`config.mk`:
```
export PLATFORM = sky130hd
export DESIGN_NAME = ser_status_core
export DESIGN_NICKNAME = d
export VERILOG_FILES = /design/src/hw/ser_pkg.sv /design/src/hw/ser_status_core.sv
export SDC_FILE = /design/constraint.sdc
export NUM_CORES = 1
export LEC_CHECK = 0
export BUFFER_PORTS_ARGS = -buffer_cell sky130_fd_sc_hd__buf_2
export CAP_MARGIN = 20
export CORE_ASPECT_RATIO = 0.5
export CORE_MARGIN = 5
export CORE_UTILIZATION = 45
export CTS_CLUSTER_SIZE = 8
export DETAILED_ROUTE_END_ITERATION = 16
export PLACE_DENSITY = 0.75
export SETUP_SLACK_MARGIN = 0.15
export SLEW_MARGIN = 20
export SYNTH_ARGS = -nofsm -noshare
export SYNTH_HDL_FRONTEND = slang
export SYNTH_SLANG_ARGS = --single-unit
```
`constraint.sdc`:
```
create_clock -name ref_clk_i -period 2.2 [get_ports ref_clk_i]
set_clock_uncertainty 0.2 [all_clocks]
set_input_delay 0.11 -clock ref_clk_i [delete_from_list [all_inputs] [get_ports ref_clk_i]]
set_output_delay 0.11 -clock ref_clk_i [all_outputs]
set_load 0.1 [all_outputs]
```
`src/hw/ser_pkg.sv`:
```
// Purpose: Constants for the status event and service request block.
// Assumes: One clock, synchronous active-low reset.
// Notes: Bit positions follow the eight-bit binary weighting.
// What this block does
// - Event log clears on its query and on clear-status; power-up leaves only bit 7 set.
// - Writing zero clears either enable mask; power-up clears both masks.
// - Status byte has no direct clear; it follows its event sources.
// - Event log bit 7 flags an off-to-on transition.
// - Event log bit 5 flags an uninterpretable command.
// - Event log bit 4 flags a request beyond the device's capabilities.
// - Event log bit 2 flags response data lost to a full queue.
// - After operation-complete command, bit 0 sets once nothing is pending.
// - Event mask written and read by commands; log query reads and clears atomically.
// - Status byte summary bits are combinational and never latch.
// - Status bit 5 is high when any enabled event bit is set.
// - Status bit 6 is high when any enabled summary bit is set.
// - Rising enabled summary raises the service request line.
// - Serial poll clears request-service but not master summary.
// - Status-byte query returns all bits including master summary, clearing nothing.
// - Master summary drops only when no enabled summary bit remains.
// - Status bit 7 shows sample heater ramp done.
// - Status bit 4 shows any input overload or range fault.
// - Status bit 3 shows alarm while alarm display is enabled.
// - Status bit 2 shows a valid measurement reading.
// - Status bit 1 shows a valid control reading.
// - Status bit 0 shows warm-up heater ramp done.
// - Event bits latch; repeats are ignored until cleared.
// - After a poll, a repeat on the same summary bit raises no request.
// - Service request mask written and read by its own commands.
package ser_pkg;
    localparam int EVLOG_PON_BIT = 7;
    localparam int EVLOG_CME_BIT = 5;
    localparam int EVLOG_EXE_BIT = 4;
    localparam int EVLOG_QYE_BIT = 2;
    localparam int EVLOG_OPC_BIT = 0;
    localparam int SBYTE_SAMPLE_RAMP_BIT = 7;
    localparam int SBYTE_RQS_BIT = 6;
    localparam int SBYTE_ESB_BIT = 5;
    localparam int SBYTE_OVERLOAD_BIT = 4;
    localparam int SBYTE_ALARM_BIT = 3;
    localparam int SBYTE_MEAS_VALID_BIT = 2;
    localparam int SBYTE_CTRL_VALID_BIT = 1;
    localparam int SBYTE_WARMUP_RAMP_BIT = 0;
    localparam logic [7:0] EVLOG_RST = 8'h80;
    localparam logic [7:0] ESE_RST = 8'h00;
    localparam logic [7:0] SRE_RST = 8'h00;
    localparam logic [7:0] SRE_WR_MASK = 8'hbf;
endpackage

```
`src/hw/ser_status_core.sv`:
```
// Purpose: Standard event log, enable masks, status byte and service request.
// Assumes: All inputs come from logic on ref_clk_i; strobes are one-cycle pulses.
// Notes: Only one query strobe per cycle is expected; a fixed priority settles overlap.
`timescale 1ns/1ps
`default_nettype none
module ser_status_core
    import ser_pkg::*;
(
    input wire logic ref_clk_i,
    input wire logic rst_n_i,
    input wire logic cmd_err_i,
    input wire logic exe_err_i,
    input wire logic qry_err_i,
    input wire logic opc_cmd_i,
    input wire logic ops_pending_i,
    input wire logic evlog_query_i,
    input wire logic cls_i,
    input wire logic ese_wr_i,
    input wire logic ese_query_i,
    input wire logic sre_wr_i,
    input wire logic sre_query_i,
    input wire logic sbyte_query_i,
    input wire logic [7:0] param_i,
    input wire logic serial_poll_i,
    input wire logic sample_heater_ramp_done_i,
    input wire logic warmup_heater_ramp_done_i,
    input wire logic current_source_overload_i,
    input wire logic common_mode_overload_i,
    input wire logic differential_overload_i,
    input wire logic mixer_overload_i,
    input wire logic [3:0] range_fault_i,
    input wire logic alarm_i,
    input wire logic alarm_visible_i,
    input wire logic measure_reading_valid_i,
    input wire logic control_reading_valid_i,
    output logic [7:0] resp_data_o,
    output logic resp_valid_o,
    output logic [7:0] poll_byte_o,
    output logic poll_valid_o,
    output logic srq_o
);

    logic [7:0] evlog_r;
    logic [7:0] ese_r;
    logic [7:0] sre_r;
    logic [7:0] evlog_set;
    logic [7:0] sbyte_sum;
    logic [7:0] en_sum;
    logic [7:0] en_sum_q_r;
    logic [7:0] en_rise;
    logic opc_armed_r;
    logic opc_done;
    logic mss;
    logic rqs_r;
    logic evlog_clear;
    logic sensor_overload_flag;

    assign opc_done = opc_armed_r & ~ops_pending_i;
    assign evlog_clear = evlog_query_i | cls_i;

    always_comb begin
        evlog_set = 8'h00;
        evlog_set[EVLOG_CME_BIT] = cmd_err_i;
        evlog_set[EVLOG_EXE_BIT] = exe_err_i;
        evlog_set[EVLOG_QYE_BIT] = qry_err_i;
        evlog_set[EVLOG_OPC_BIT] = opc_done;
    end

    // Events in the clearing cycle survive the clear
    always_ff @(posedge ref_clk_i) begin
        if (!rst_n_i) begin
            evlog_r <= EVLOG_RST;
        end else if (evlog_clear) begin
            evlog_r <= evlog_set;
        end else begin
            evlog_r <= evlog_r | evlog_set;
        end
    end

    // Clear-status also drops a pending operation-complete wait
    always_ff @(posedge ref_clk_i) begin
        if (!rst_n_i) begin
            opc_armed_r <= 1'b0;
        end else if (cls_i) begin
            opc_armed_r <= 1'b0;
        end else if (opc_cmd_i) begin
            opc_armed_r <= 1'b1;
        end else if (opc_done) begin
            opc_armed_r <= 1'b0;
        end
    end

    always_ff @(posedge ref_clk_i) begin
        if (!rst_n_i) begin
            ese_r <= ESE_RST;
        end else if (ese_wr_i) begin
            ese_r <= param_i;
        end
    end

    // Bit 6 cannot enable itself
    always_ff @(posedge ref_clk_i) begin
        if (!rst_n_i) begin
            sre_r <= SRE_RST;
        end else if (sre_wr_i) begin
            sre_r <= param_i & SRE_WR_MASK;
        end
    end

    assign sensor_overload_flag = current_source_overload_i | common_mode_overload_i |
        differential_overload_i | mixer_overload_i | (|range_fault_i);

    always_comb begin
        sbyte_sum = 8'h00;
        sbyte_sum[SBYTE_SAMPLE_RAMP_BIT] = sample_heater_ramp_done_i;
        sbyte_sum[SBYTE_ESB_BIT] = |(evlog_r & ese_r);
        sbyte_sum[SBYTE_OVERLOAD_BIT] = sensor_overload_flag;
        sbyte_sum[SBYTE_ALARM_BIT] = alarm_i & alarm_visible_i;
        sbyte_sum[SBYTE_MEAS_VALID_BIT] = measure_reading_valid_i;
        sbyte_sum[SBYTE_CTRL_VALID_BIT] = control_reading_valid_i;
        sbyte_sum[SBYTE_WARMUP_RAMP_BIT] = warmup_heater_ramp_done_i;
    end

    assign en_sum = sbyte_sum & sre_r;
    assign mss = |en_sum;

    // Per-bit edge so a held bit cannot re-request after a poll
    assign en_rise = en_sum & ~en_sum_q_r;

    always_ff @(posedge ref_clk_i) begin
        if (!rst_n_i) begin
            en_sum_q_r <= 8'h00;
        end else begin
            en_sum_q_r <= en_sum;
        end
    end

    // A new rise beats a poll in the same cycle
    always_ff @(posedge ref_clk_i) begin
        if (!rst_n_i) begin
            rqs_r <= 1'b0;
        end else if (|en_rise) begin
            rqs_r <= 1'b1;
        end else if (serial_poll_i) begin
            rqs_r <= 1'b0;
        end
    end

    assign srq_o = rqs_r;

    always_ff @(posedge ref_clk_i) begin
        if (!rst_n_i) begin
            poll_byte_o <= 8'h00;
            poll_valid_o <= 1'b0;
        end else begin
            poll_valid_o <= serial_poll_i;
            if (serial_poll_i) begin
                poll_byte_o <= sbyte_sum | {1'b0, rqs_r, 6'h00};
            end
        end
    end

    always_ff @(posedge ref_clk_i) begin
        if (!rst_n_i) begin
            resp_data_o <= 8'h00;
            resp_valid_o <= 1'b0;
        end else begin
            resp_valid_o <= evlog_query_i | ese_query_i | sre_query_i | sbyte_query_i;
            if (evlog_query_i) begin
                resp_data_o <= evlog_r;
            end else if (ese_query_i) begin
                resp_data_o <= ese_r;
            end else if (sre_query_i) begin
                resp_data_o <= sre_r;
            end else if (sbyte_query_i) begin
                resp_data_o <= sbyte_sum | {1'b0, mss, 6'h00};
            end
        end
    end
endmodule
`default_nettype wire

```
Word level (Yosys, flattened, before mapping):

Cells that the tools add are included.

* mux-type cells: 9
* reductions and logical operators: 9
* order comparisons: 0
* shifts and indexed selects: 0
* divide/modulo/power cells: 0
* $add $sub $neg: 0
* bitwise logic cells: 19
* multipliers: 0
* equal/unequal tests: 0

Operators with widths (number)
* $mux 8: 5
* $and 8x8->8: 3
* $reduce_or 8->1: 3
* $or 8x7->8: 2
* $not 8->8: 1
* $or 1x1->1: 8
* $or 8x6->8: 1
* $mux 1: 4
* $reduce_bool 2->1: 2
* $reduce_bool 4->1: 1
* $reduce_or 2->1: 2
* $reduce_or 4->1: 1
* $and 1x1->1: 2
* $not 1->1: 2

* bits in read-only memories: 0
* RAM bits: 0
* memories: 0
* bits of input ports: 37
* latch bits: 0
* flip-flop bits (word level): 51
* output and inout port bits: 19
* logic and storage cells: 48

Depth between registers and ports, before layout:

Gate-level depths: netlist of run 1.

* depth after elaboration: 11
* gate-level depth with buffers: 5
* depth with buffers taken out: 4

Worst setup path before layout of run 1:

No wires, ideal clock.

* path type: flip-flop to flip-flop
* start point: register, netlist name srq_o
* end point: register rqs_r (netlist: srq_o)
* library setup time: 75 ps
* buffers on the path: 0
* stages on the path, launching flop included: 5
* period minus slack after synthesis: 1607 ps
* data required time: 1925 ps
* data arrival time: 1332 ps
* slack: 593 ps
* cell sequence: dfxtp_1 -> nand2b_1 -> o221ai_1 -> nor3_1 -> a31oi_1

RTL lines
* to (signal assigned): RTL line ser_status_core.sv:141 `rqs_r <= 1'b0;`
* to (signal assigned): RTL line ser_status_core.sv:143 `rqs_r <= 1'b1;`
* to (signal assigned): RTL line ser_status_core.sv:145 `rqs_r <= 1'b0;`
* to (decl): RTL line ser_status_core.sv:54 `logic rqs_r;`

Worst setup path after layout of run 1:

* start point: input rst_n_i
* end point: register opc_armed_r

* cells in the longest elaborated chain, start to end: 2

Ends and longest elaborated chain
* from (decl): RTL line ser_status_core.sv:10 `input wire logic rst_n_i,`
* $not 1->1 (no line)
* $reduce_or 2->1 (no line)
* to (signal assigned): RTL line ser_status_core.sv:83 `opc_armed_r <= 1'b0;`
* to (signal assigned): RTL line ser_status_core.sv:85 `opc_armed_r <= 1'b0;`
* to (signal assigned): RTL line ser_status_core.sv:87 `opc_armed_r <= 1'b1;`
* to (decl): RTL line ser_status_core.sv:51 `logic opc_armed_r;`

No other way between the ends.
A chain may end at the register's enable or synchronous reset.

==> key figures, run 1 <==
Synth
  • Yosys cell types: 34
  • Top-area cell type share of the netlist area: 0.508
  • Synth top area cells: dfxtp_1 51%, mux2i_1 11%, nor2_1 7.3%
  • EDFF count, synth: 0
  • Dominant synthesized flop cell: dfxtp_1
  • Post-Syn Area: 1850 sq um
  • Synth Warn #: 0
  • Synth Instances: 199
  • Synthesized flop and latch total: 47
  • Post-synthesis async set-or-reset flop share: 0
  • Area leader, netlist: dfxtp_1
  • Mean Syn Cell Area: 9.31 sq um
  • Sequential area share after synthesis: 0.508
  • Syn_nets: 236

STA
  • Peak Freq: 0.513 GHz
  • Final period util: 0.885
  • Max Slew Vio Count: 0
  • Final hold violations: 0
  • Max transition margin: 0.675
  • RSZ-0062 raised after global routing: no
  • Setup_tns: 0 ns
  • Crit path time final: 1.95 ns
  • Worst slew pin tran: 0.491 ns
  • Final setup viols: 0

Drt
  • DR WL/cell: 14.6 um
  • Final ANT Viol Nets: 0
  • Detailed Route WL: 4840 um
  • Drt first pass iters: 6
  • Detailed-route via count: 1760
  • DRC errors left: 0
  • Vias per inst: 5.32
  • Initial DRC Count: 105

Clock tree
  • Root Driver: clkbuf_8
  • CTS tree: built
  • CTS Buf Count: 5
  • Total clock sinks: 47
  • Reg clk slew, reported paths: 0.09 ns
  • Clock Latency Late Sink: 0.30 ns
  • H-tree depth: 2
  • Post-CTS Resized: 0
  • Clock buffer depth: 2

Cells and area
  • Fin cells: 331
  • Share of cells above drive strength 1: 0.245
  • Finished Core Util: 0.638
  • Nets: 313
  • Area Growth Syn to Fin: 35.7%
  • Final instance area: 2510 sq um
  • Ant diodes: 0

Power
  • Logic gate share of total power: 0.200
  • Clk network pwr share: 0.329
  • P_int: 1390 uW
  • Peak supply drop: 0.366 mV
  • Psw: 583 uW
  • Switching part of the total: 0.296
  • Lkg Pwr: 0.00113 uW
  • PwrDens: 784 nW/um^2
  • Sequential fraction of design power: 0.471

Worst setup path
  • Reg2Reg Depth: 4
  • Reg2Reg Capture Point: resp_data_o[6]
  • Required @ worst endpoint: 2.24 ns
  • Reg2Reg Setup Slack: 0.52 ns
  • Setup crit start kind: input port
  • Crit Path Class: input port to flop
  • Critical Path End Type: flop
  • Crit path max fanout: 35
  • CP arrival: 1.99 ns
  • FF-to-FF Start: evlog_r[7]

Placed design
  • Dpl cell area: 2160 sq um
  • GP Congestion: 0.897
  • Dpl hpwl: 3380 um
  • Dpl cells: 299
  • IO Port Bufs: 55

Die
  • Die Ht: 55.4 um
  • Num rows: 16
  • Core area: 3940 sq um
  • Initial core utilization: 0.470
  • Die ar.: 5580 sq um
  • Die width: 101 um
  • I/O Pins: 56

Global routing
  • GRT overflow: 0
  • GRT Util Overall: 0.175
  • Largest net degree at the start of global routing: 36
  • Global-route wire length before repair: 7760 um
  • Initial antenna violation count: 0
  • Number of global-route vias before repair: 1595

Min path
  • Hold EP: poll_byte_o[4]
  • Worst hold stages: 3
  • Hold WC Path Type: input port to flop
  • Worst hold path startpoint: range_fault_i[2]

Run status
  • Run status: complete, no violations

Run
  • Max_cap viols: 0
[worst max-delay path, stage by stage]
cell	delay, ns
dlygate4sd3_1	0.52
buf_2	0.23
clkinv_1	0.11
buf_4	0.26
nor3_1	0.18
dlygate4sd3_1	0.56
[flip-flops by register name (all words and copies together), names as in the netlist]
name / count
ese_r: 8
poll_byte_o: 8
resp_data_o: 8
en_sum_q_r: 7
sre_r: 7
evlog_r: 5
opc_armed_r: 1
poll_valid_o: 1
resp_valid_o: 1
srq_o: 1
[routing by layer]
metal  vias up  global-route usage  routed length, um
met4         0              0.0576                 30
met5         -                   0                  0
met1       823               0.245               2160
li1        867                   -                  -
met2        65               0.262               2270
met3         5              0.0427                383
[synthesized netlist by cell type (2+ instances only)]
library cell,count
nor2_1,36
o31ai_1,2
mux2i_1,21
nand3b_1,6
dfxtp_1,47
clkbuf_1,5
nor2b_1,3
nand2b_1,2
and2_1,2
nor4_1,2
nand3_1,4
o21ai_0,6
a221oi_1,4
nand2_1,14
a21oi_1,17
a22oi_1,4
nor3_1,2
a311oi_1,2
buf_2,3
clkinv_1,2
o22ai_1,2
[per-stage QoR]
| stage | power, uW | setup WS [ns] | hold WS (ns) |
|---|---|---|---|
| after global routing | 2060 | 0.218 | 0.0117 |
| final | 1970 | 0.252 | 0.0157 |
| after detailed placement | 1310 | 0.550 | 0.102 |
| after CTS | 1980 | 0.278 | 0.0139 |
| after global placement | 1300 | 0.588 | 0.0967 |
| after floorplan | 1210 | 0.593 | -0.0107 |
[cell families after synthesis]
| group | synth area share |
|---|---|
| DFF | 0.508 |
| muxes | 0.120 |
| and+or+nand+nor | 0.192 |
| AOI/OAI and AO/OA | 0.152 |
| buffers and inverters | 0.0290 |
[power groups by stage]
stage          registers [uW]  logic (uW)  clock network [uW]
2_1_floorplan            1090         121                   0
3_3_place_gp              945         357                   0
3_5_place_dp              946         360                   0
4_1_cts                   926         393                 660
5_1_grt                   932         422                 708
6_report                  927         395                 649
[what timing repair did]
action / in CTS / in global routing
hold endpoints to repair: 38 / 0
buffers inserted: 0 / 0
hold buffers: 24 / 0
[cell type report]
type | instances | area [sq um]
Fill cell | 318 | 1430
Sequential cell | 47 | 941
Multi-Input combinational cell | 140 | 858
Timing Repair Buffer | 80 | 523
Clock buffer | 6 | 82.6
Tap cell | 54 | 67.6
Clock inverter | 2 | 35.0
Inverter | 2 | 7.51
[placed cells by master, fill, tap and decap left out, drive strengths merged]
| cell | n |
|---|---|
| a211oi | 1 |
| a21oi | 17 |
| a221oi | 5 |
| a222oi | 1 |
| a22oi | 4 |
| a311oi | 2 |
| a31oi | 1 |
| and2 | 2 |
| and3 | 2 |
| buf | 56 |
| bufinv | 1 |
| clkbuf | 6 |
| clkinv | 3 |
| dfxtp | 47 |
| dlygate4sd3 | 24 |
| mux2 | 1 |
| mux2i | 21 |
| nand2 | 14 |
| nand2b | 2 |
| nand3 | 4 |
| nand3b | 6 |
| nand4 | 1 |
| nor2 | 36 |
| nor2b | 3 |
| nor3 | 3 |
| nor4 | 2 |
| o21ai | 6 |
| o221ai | 1 |
| o22ai | 2 |
| o31ai | 2 |
| o32ai | 1 |
[worst max path at each step]
stage	start	end	slack, ns
6_report	rst_n_i	opc_armed_r	0.25
5_1_grt	rst_n_i	opc_armed_r	0.22
4_1_cts	rst_n_i	opc_armed_r	0.28
3_5_place_dp	evlog_r[7]	resp_data_o[6]	0.55
3_3_place_gp	evlog_r[7]	resp_data_o[6]	0.59
2_1_floorplan	srq_o	srq_o	0.59
(Power assumes the default switching activity.)
==> run 2: changes to the inputs <==
--- a/config.mk
+++ b/config.mk
@@ -12,7 +12,7 @@
 export CORE_UTILIZATION = 45
 export CTS_CLUSTER_SIZE = 8
 export DETAILED_ROUTE_END_ITERATION = 16
-export PLACE_DENSITY = 0.75
+export PLACE_DENSITY_LB_ADDON = 0.3
 export SETUP_SLACK_MARGIN = 0.15
 export SLEW_MARGIN = 20
 export SYNTH_ARGS = -nofsm -noshare
==> key figures, run 2 (synthesis gave the netlist of run 1 again) <==
Run status
  • Run status: complete, no violations

Clock tree
  • Clock Latency Late Sink: 0.30 ns
  • Reg clk slew, reported paths: 0.09 ns
  • Total clock sinks: 47
  • H-tree depth: 2
  • CTS tree: built
  • Clock buffer depth: 2
  • CTS Buf Count: 5
  • Root Driver: clkbuf_8

Cells and area
  • Top Registers: ese_r x8, poll_byte_o x8, resp_data_o x8
  • Commonest cells after routing, fill and taps aside: 55 x buf_2, 47 x dfxtp_1, 36 x nor2_1, 26 x dlygate4sd3_1, 21 x mux2i_1
  • Share of cells above drive strength 1: 0.251
  • Fin cells: 337
  • Ant diodes: 0
  • Most common cell after layout, fill and taps aside: buf_2
  • Nets: 319
  • Area Growth Syn to Fin: 36.7%
  • Finished Core Util: 0.642
  • Fill count: 346

Worst setup path
  • FF-to-FF Start: evlog_r[7]
  • Reg2Reg Setup Slack: 0.57 ns
  • Reg2Reg Depth: 4
  • End of the critical path: resp_data_o[5]
  • Setup crit start kind: input port
  • Crit path max fanout: 7
  • Crit. Startpoint: rst_n_i
  • Critical Path End Type: flop
  • Reg2Reg Capture Point: resp_data_o[6]
  • Required @ worst endpoint: 2.22 ns
  • Crit Path Class: input port to flop
  • CP arrival: 1.97 ns

Die
  • Initial core utilization: 0.470
  • Die Ht: 55.4 um
  • Die width: 101 um
  • I/O Pins: 56
  • Num rows: 16
  • Die ar.: 5580 sq um
  • Core area: 3940 sq um

Global routing
  • Number of global-route vias before repair: 1653
  • GRT Util Overall: 0.182
  • GRT overflow: 0
  • Global-route wire length before repair: 8090 um
  • Initial antenna violation count: 0
  • Largest net degree at the start of global routing: 19

Power
  • PwrDens: 723 nW/um^2
  • Logic gate share of total power: 0.221
  • Psw: 581 uW
  • Sequential fraction of design power: 0.506
  • Lkg Pwr: 0.00113 uW
  • Peak supply drop: 0.421 mV
  • Switching part of the total: 0.317
  • Clk network pwr share: 0.273
  • P_int: 1250 uW

STA
  • Hold WS: 0.00421 ns
  • Setup ws final: 0.252 ns
  • Max transition margin: 0.671
  • Setup_tns: 0 ns
  • Peak Freq: 0.513 GHz
  • Final setup viols: 0
  • Final hold violations: 0
  • Worst slew pin tran: 0.497 ns
  • RSZ-0062 raised after global routing: no
  • Final period util: 0.885
  • Max Slew Vio Count: 0
  • Crit path time final: 1.95 ns

Placed design
  • Dpl hpwl: 3460 um
  • Dpl cells: 300
  • IO Port Bufs: 55
  • GP Congestion: 0.932
  • Worst slack, placed: 0.595 ns

Drt
  • Routed length on met3: 313 um
  • Drt first pass iters: 4
  • DRT met1 WL: 2330 um
  • Met2 routed WL: 2230 um
  • Vias per inst: 5.25
  • Max layer used: met4
  • DR WL/cell: 14.8 um
  • Initial DRC Count: 161
  • Detailed Route WL: 5000 um
  • Final ANT Viol Nets: 0
  • Detailed-route via count: 1768
  • DRC errors left: 0

Run
  • Max_cap viols: 0

Min path
  • Hold WC Path Type: input port to flop
==> run 2: metal layers <==
metal	global-route usage	vias up
li1	-	873
met1	0.246	834
met5	0	-
met2	0.267	52
met4	0.0787	0
met3	0.0540	9
==> run 2: power groups by stage <==
stage | combinational [uW] | sequential [uW] | clock, uW
2_1_floorplan | 121 | 1090 | 0
3_3_place_gp | 358 | 945 | 0
3_5_place_dp | 362 | 946 | 0
4_1_cts | 398 | 926 | 515
5_1_grt | 431 | 932 | 554
6_report | 405 | 927 | 500
==> run 2: timing repair <==
item / in CTS / in global routing
hold buffers: 26 / 0
setup endpoints to repair: 0 / 1
gates resized for setup: 0 / 1
buffers inserted: 0 / 3
hold endpoints to repair: 39 / 0
==> run 2: worst max-delay path: stages <==
cell,delay [ns]
dlygate4sd3_1,0.52
buf_2,0.19
dlygate4sd3_1,0.76
o21ai_0,0.17
a211oi_1,0.21
==> run 2: per-stage QoR <==
| stage | power (uW) | instance area (sq um) |
|---|---|---|
| final | 1830 | 2530 |
| after CTS | 1840 | 2510 |
| after global placement | 1300 | 2160 |
| after detailed placement | 1310 | 2160 |
| after floorplan | 1210 | 1850 |
| after global routing | 1920 | 2530 |
==> run 2: layout make-up <==
cell class / count / area [sq um] / share of cell area
multi-input combinational: 140 / 858 / 0.339
inverter: 2 / 11.3 / 0.00445
sequential: 47 / 941 / 0.372
clock inverter: 1 / 5.00 / 0.00198
tap: 54 / 67.6 / 0.0267
timing repair buffer: 86 / 573 / 0.226
clock buffer: 7 / 76.3 / 0.0301
==> run 2: how the worst min path moves through the flow <==
stage                startpoint        endpoint  slack [ns]  cells after the start
3_5_place_dp              cls_i     opc_armed_r        0.10                      2
4_1_cts        range_fault_i[3]  poll_byte_o[4]      0.0005                      3
5_1_grt        range_fault_i[3]  poll_byte_o[4]      0.0004                      3
2_1_floorplan             cls_i     opc_armed_r       -0.01                      1
3_3_place_gp              cls_i     opc_armed_r         0.1                      2
6_report       range_fault_i[3]  poll_byte_o[4]       0.004                      3
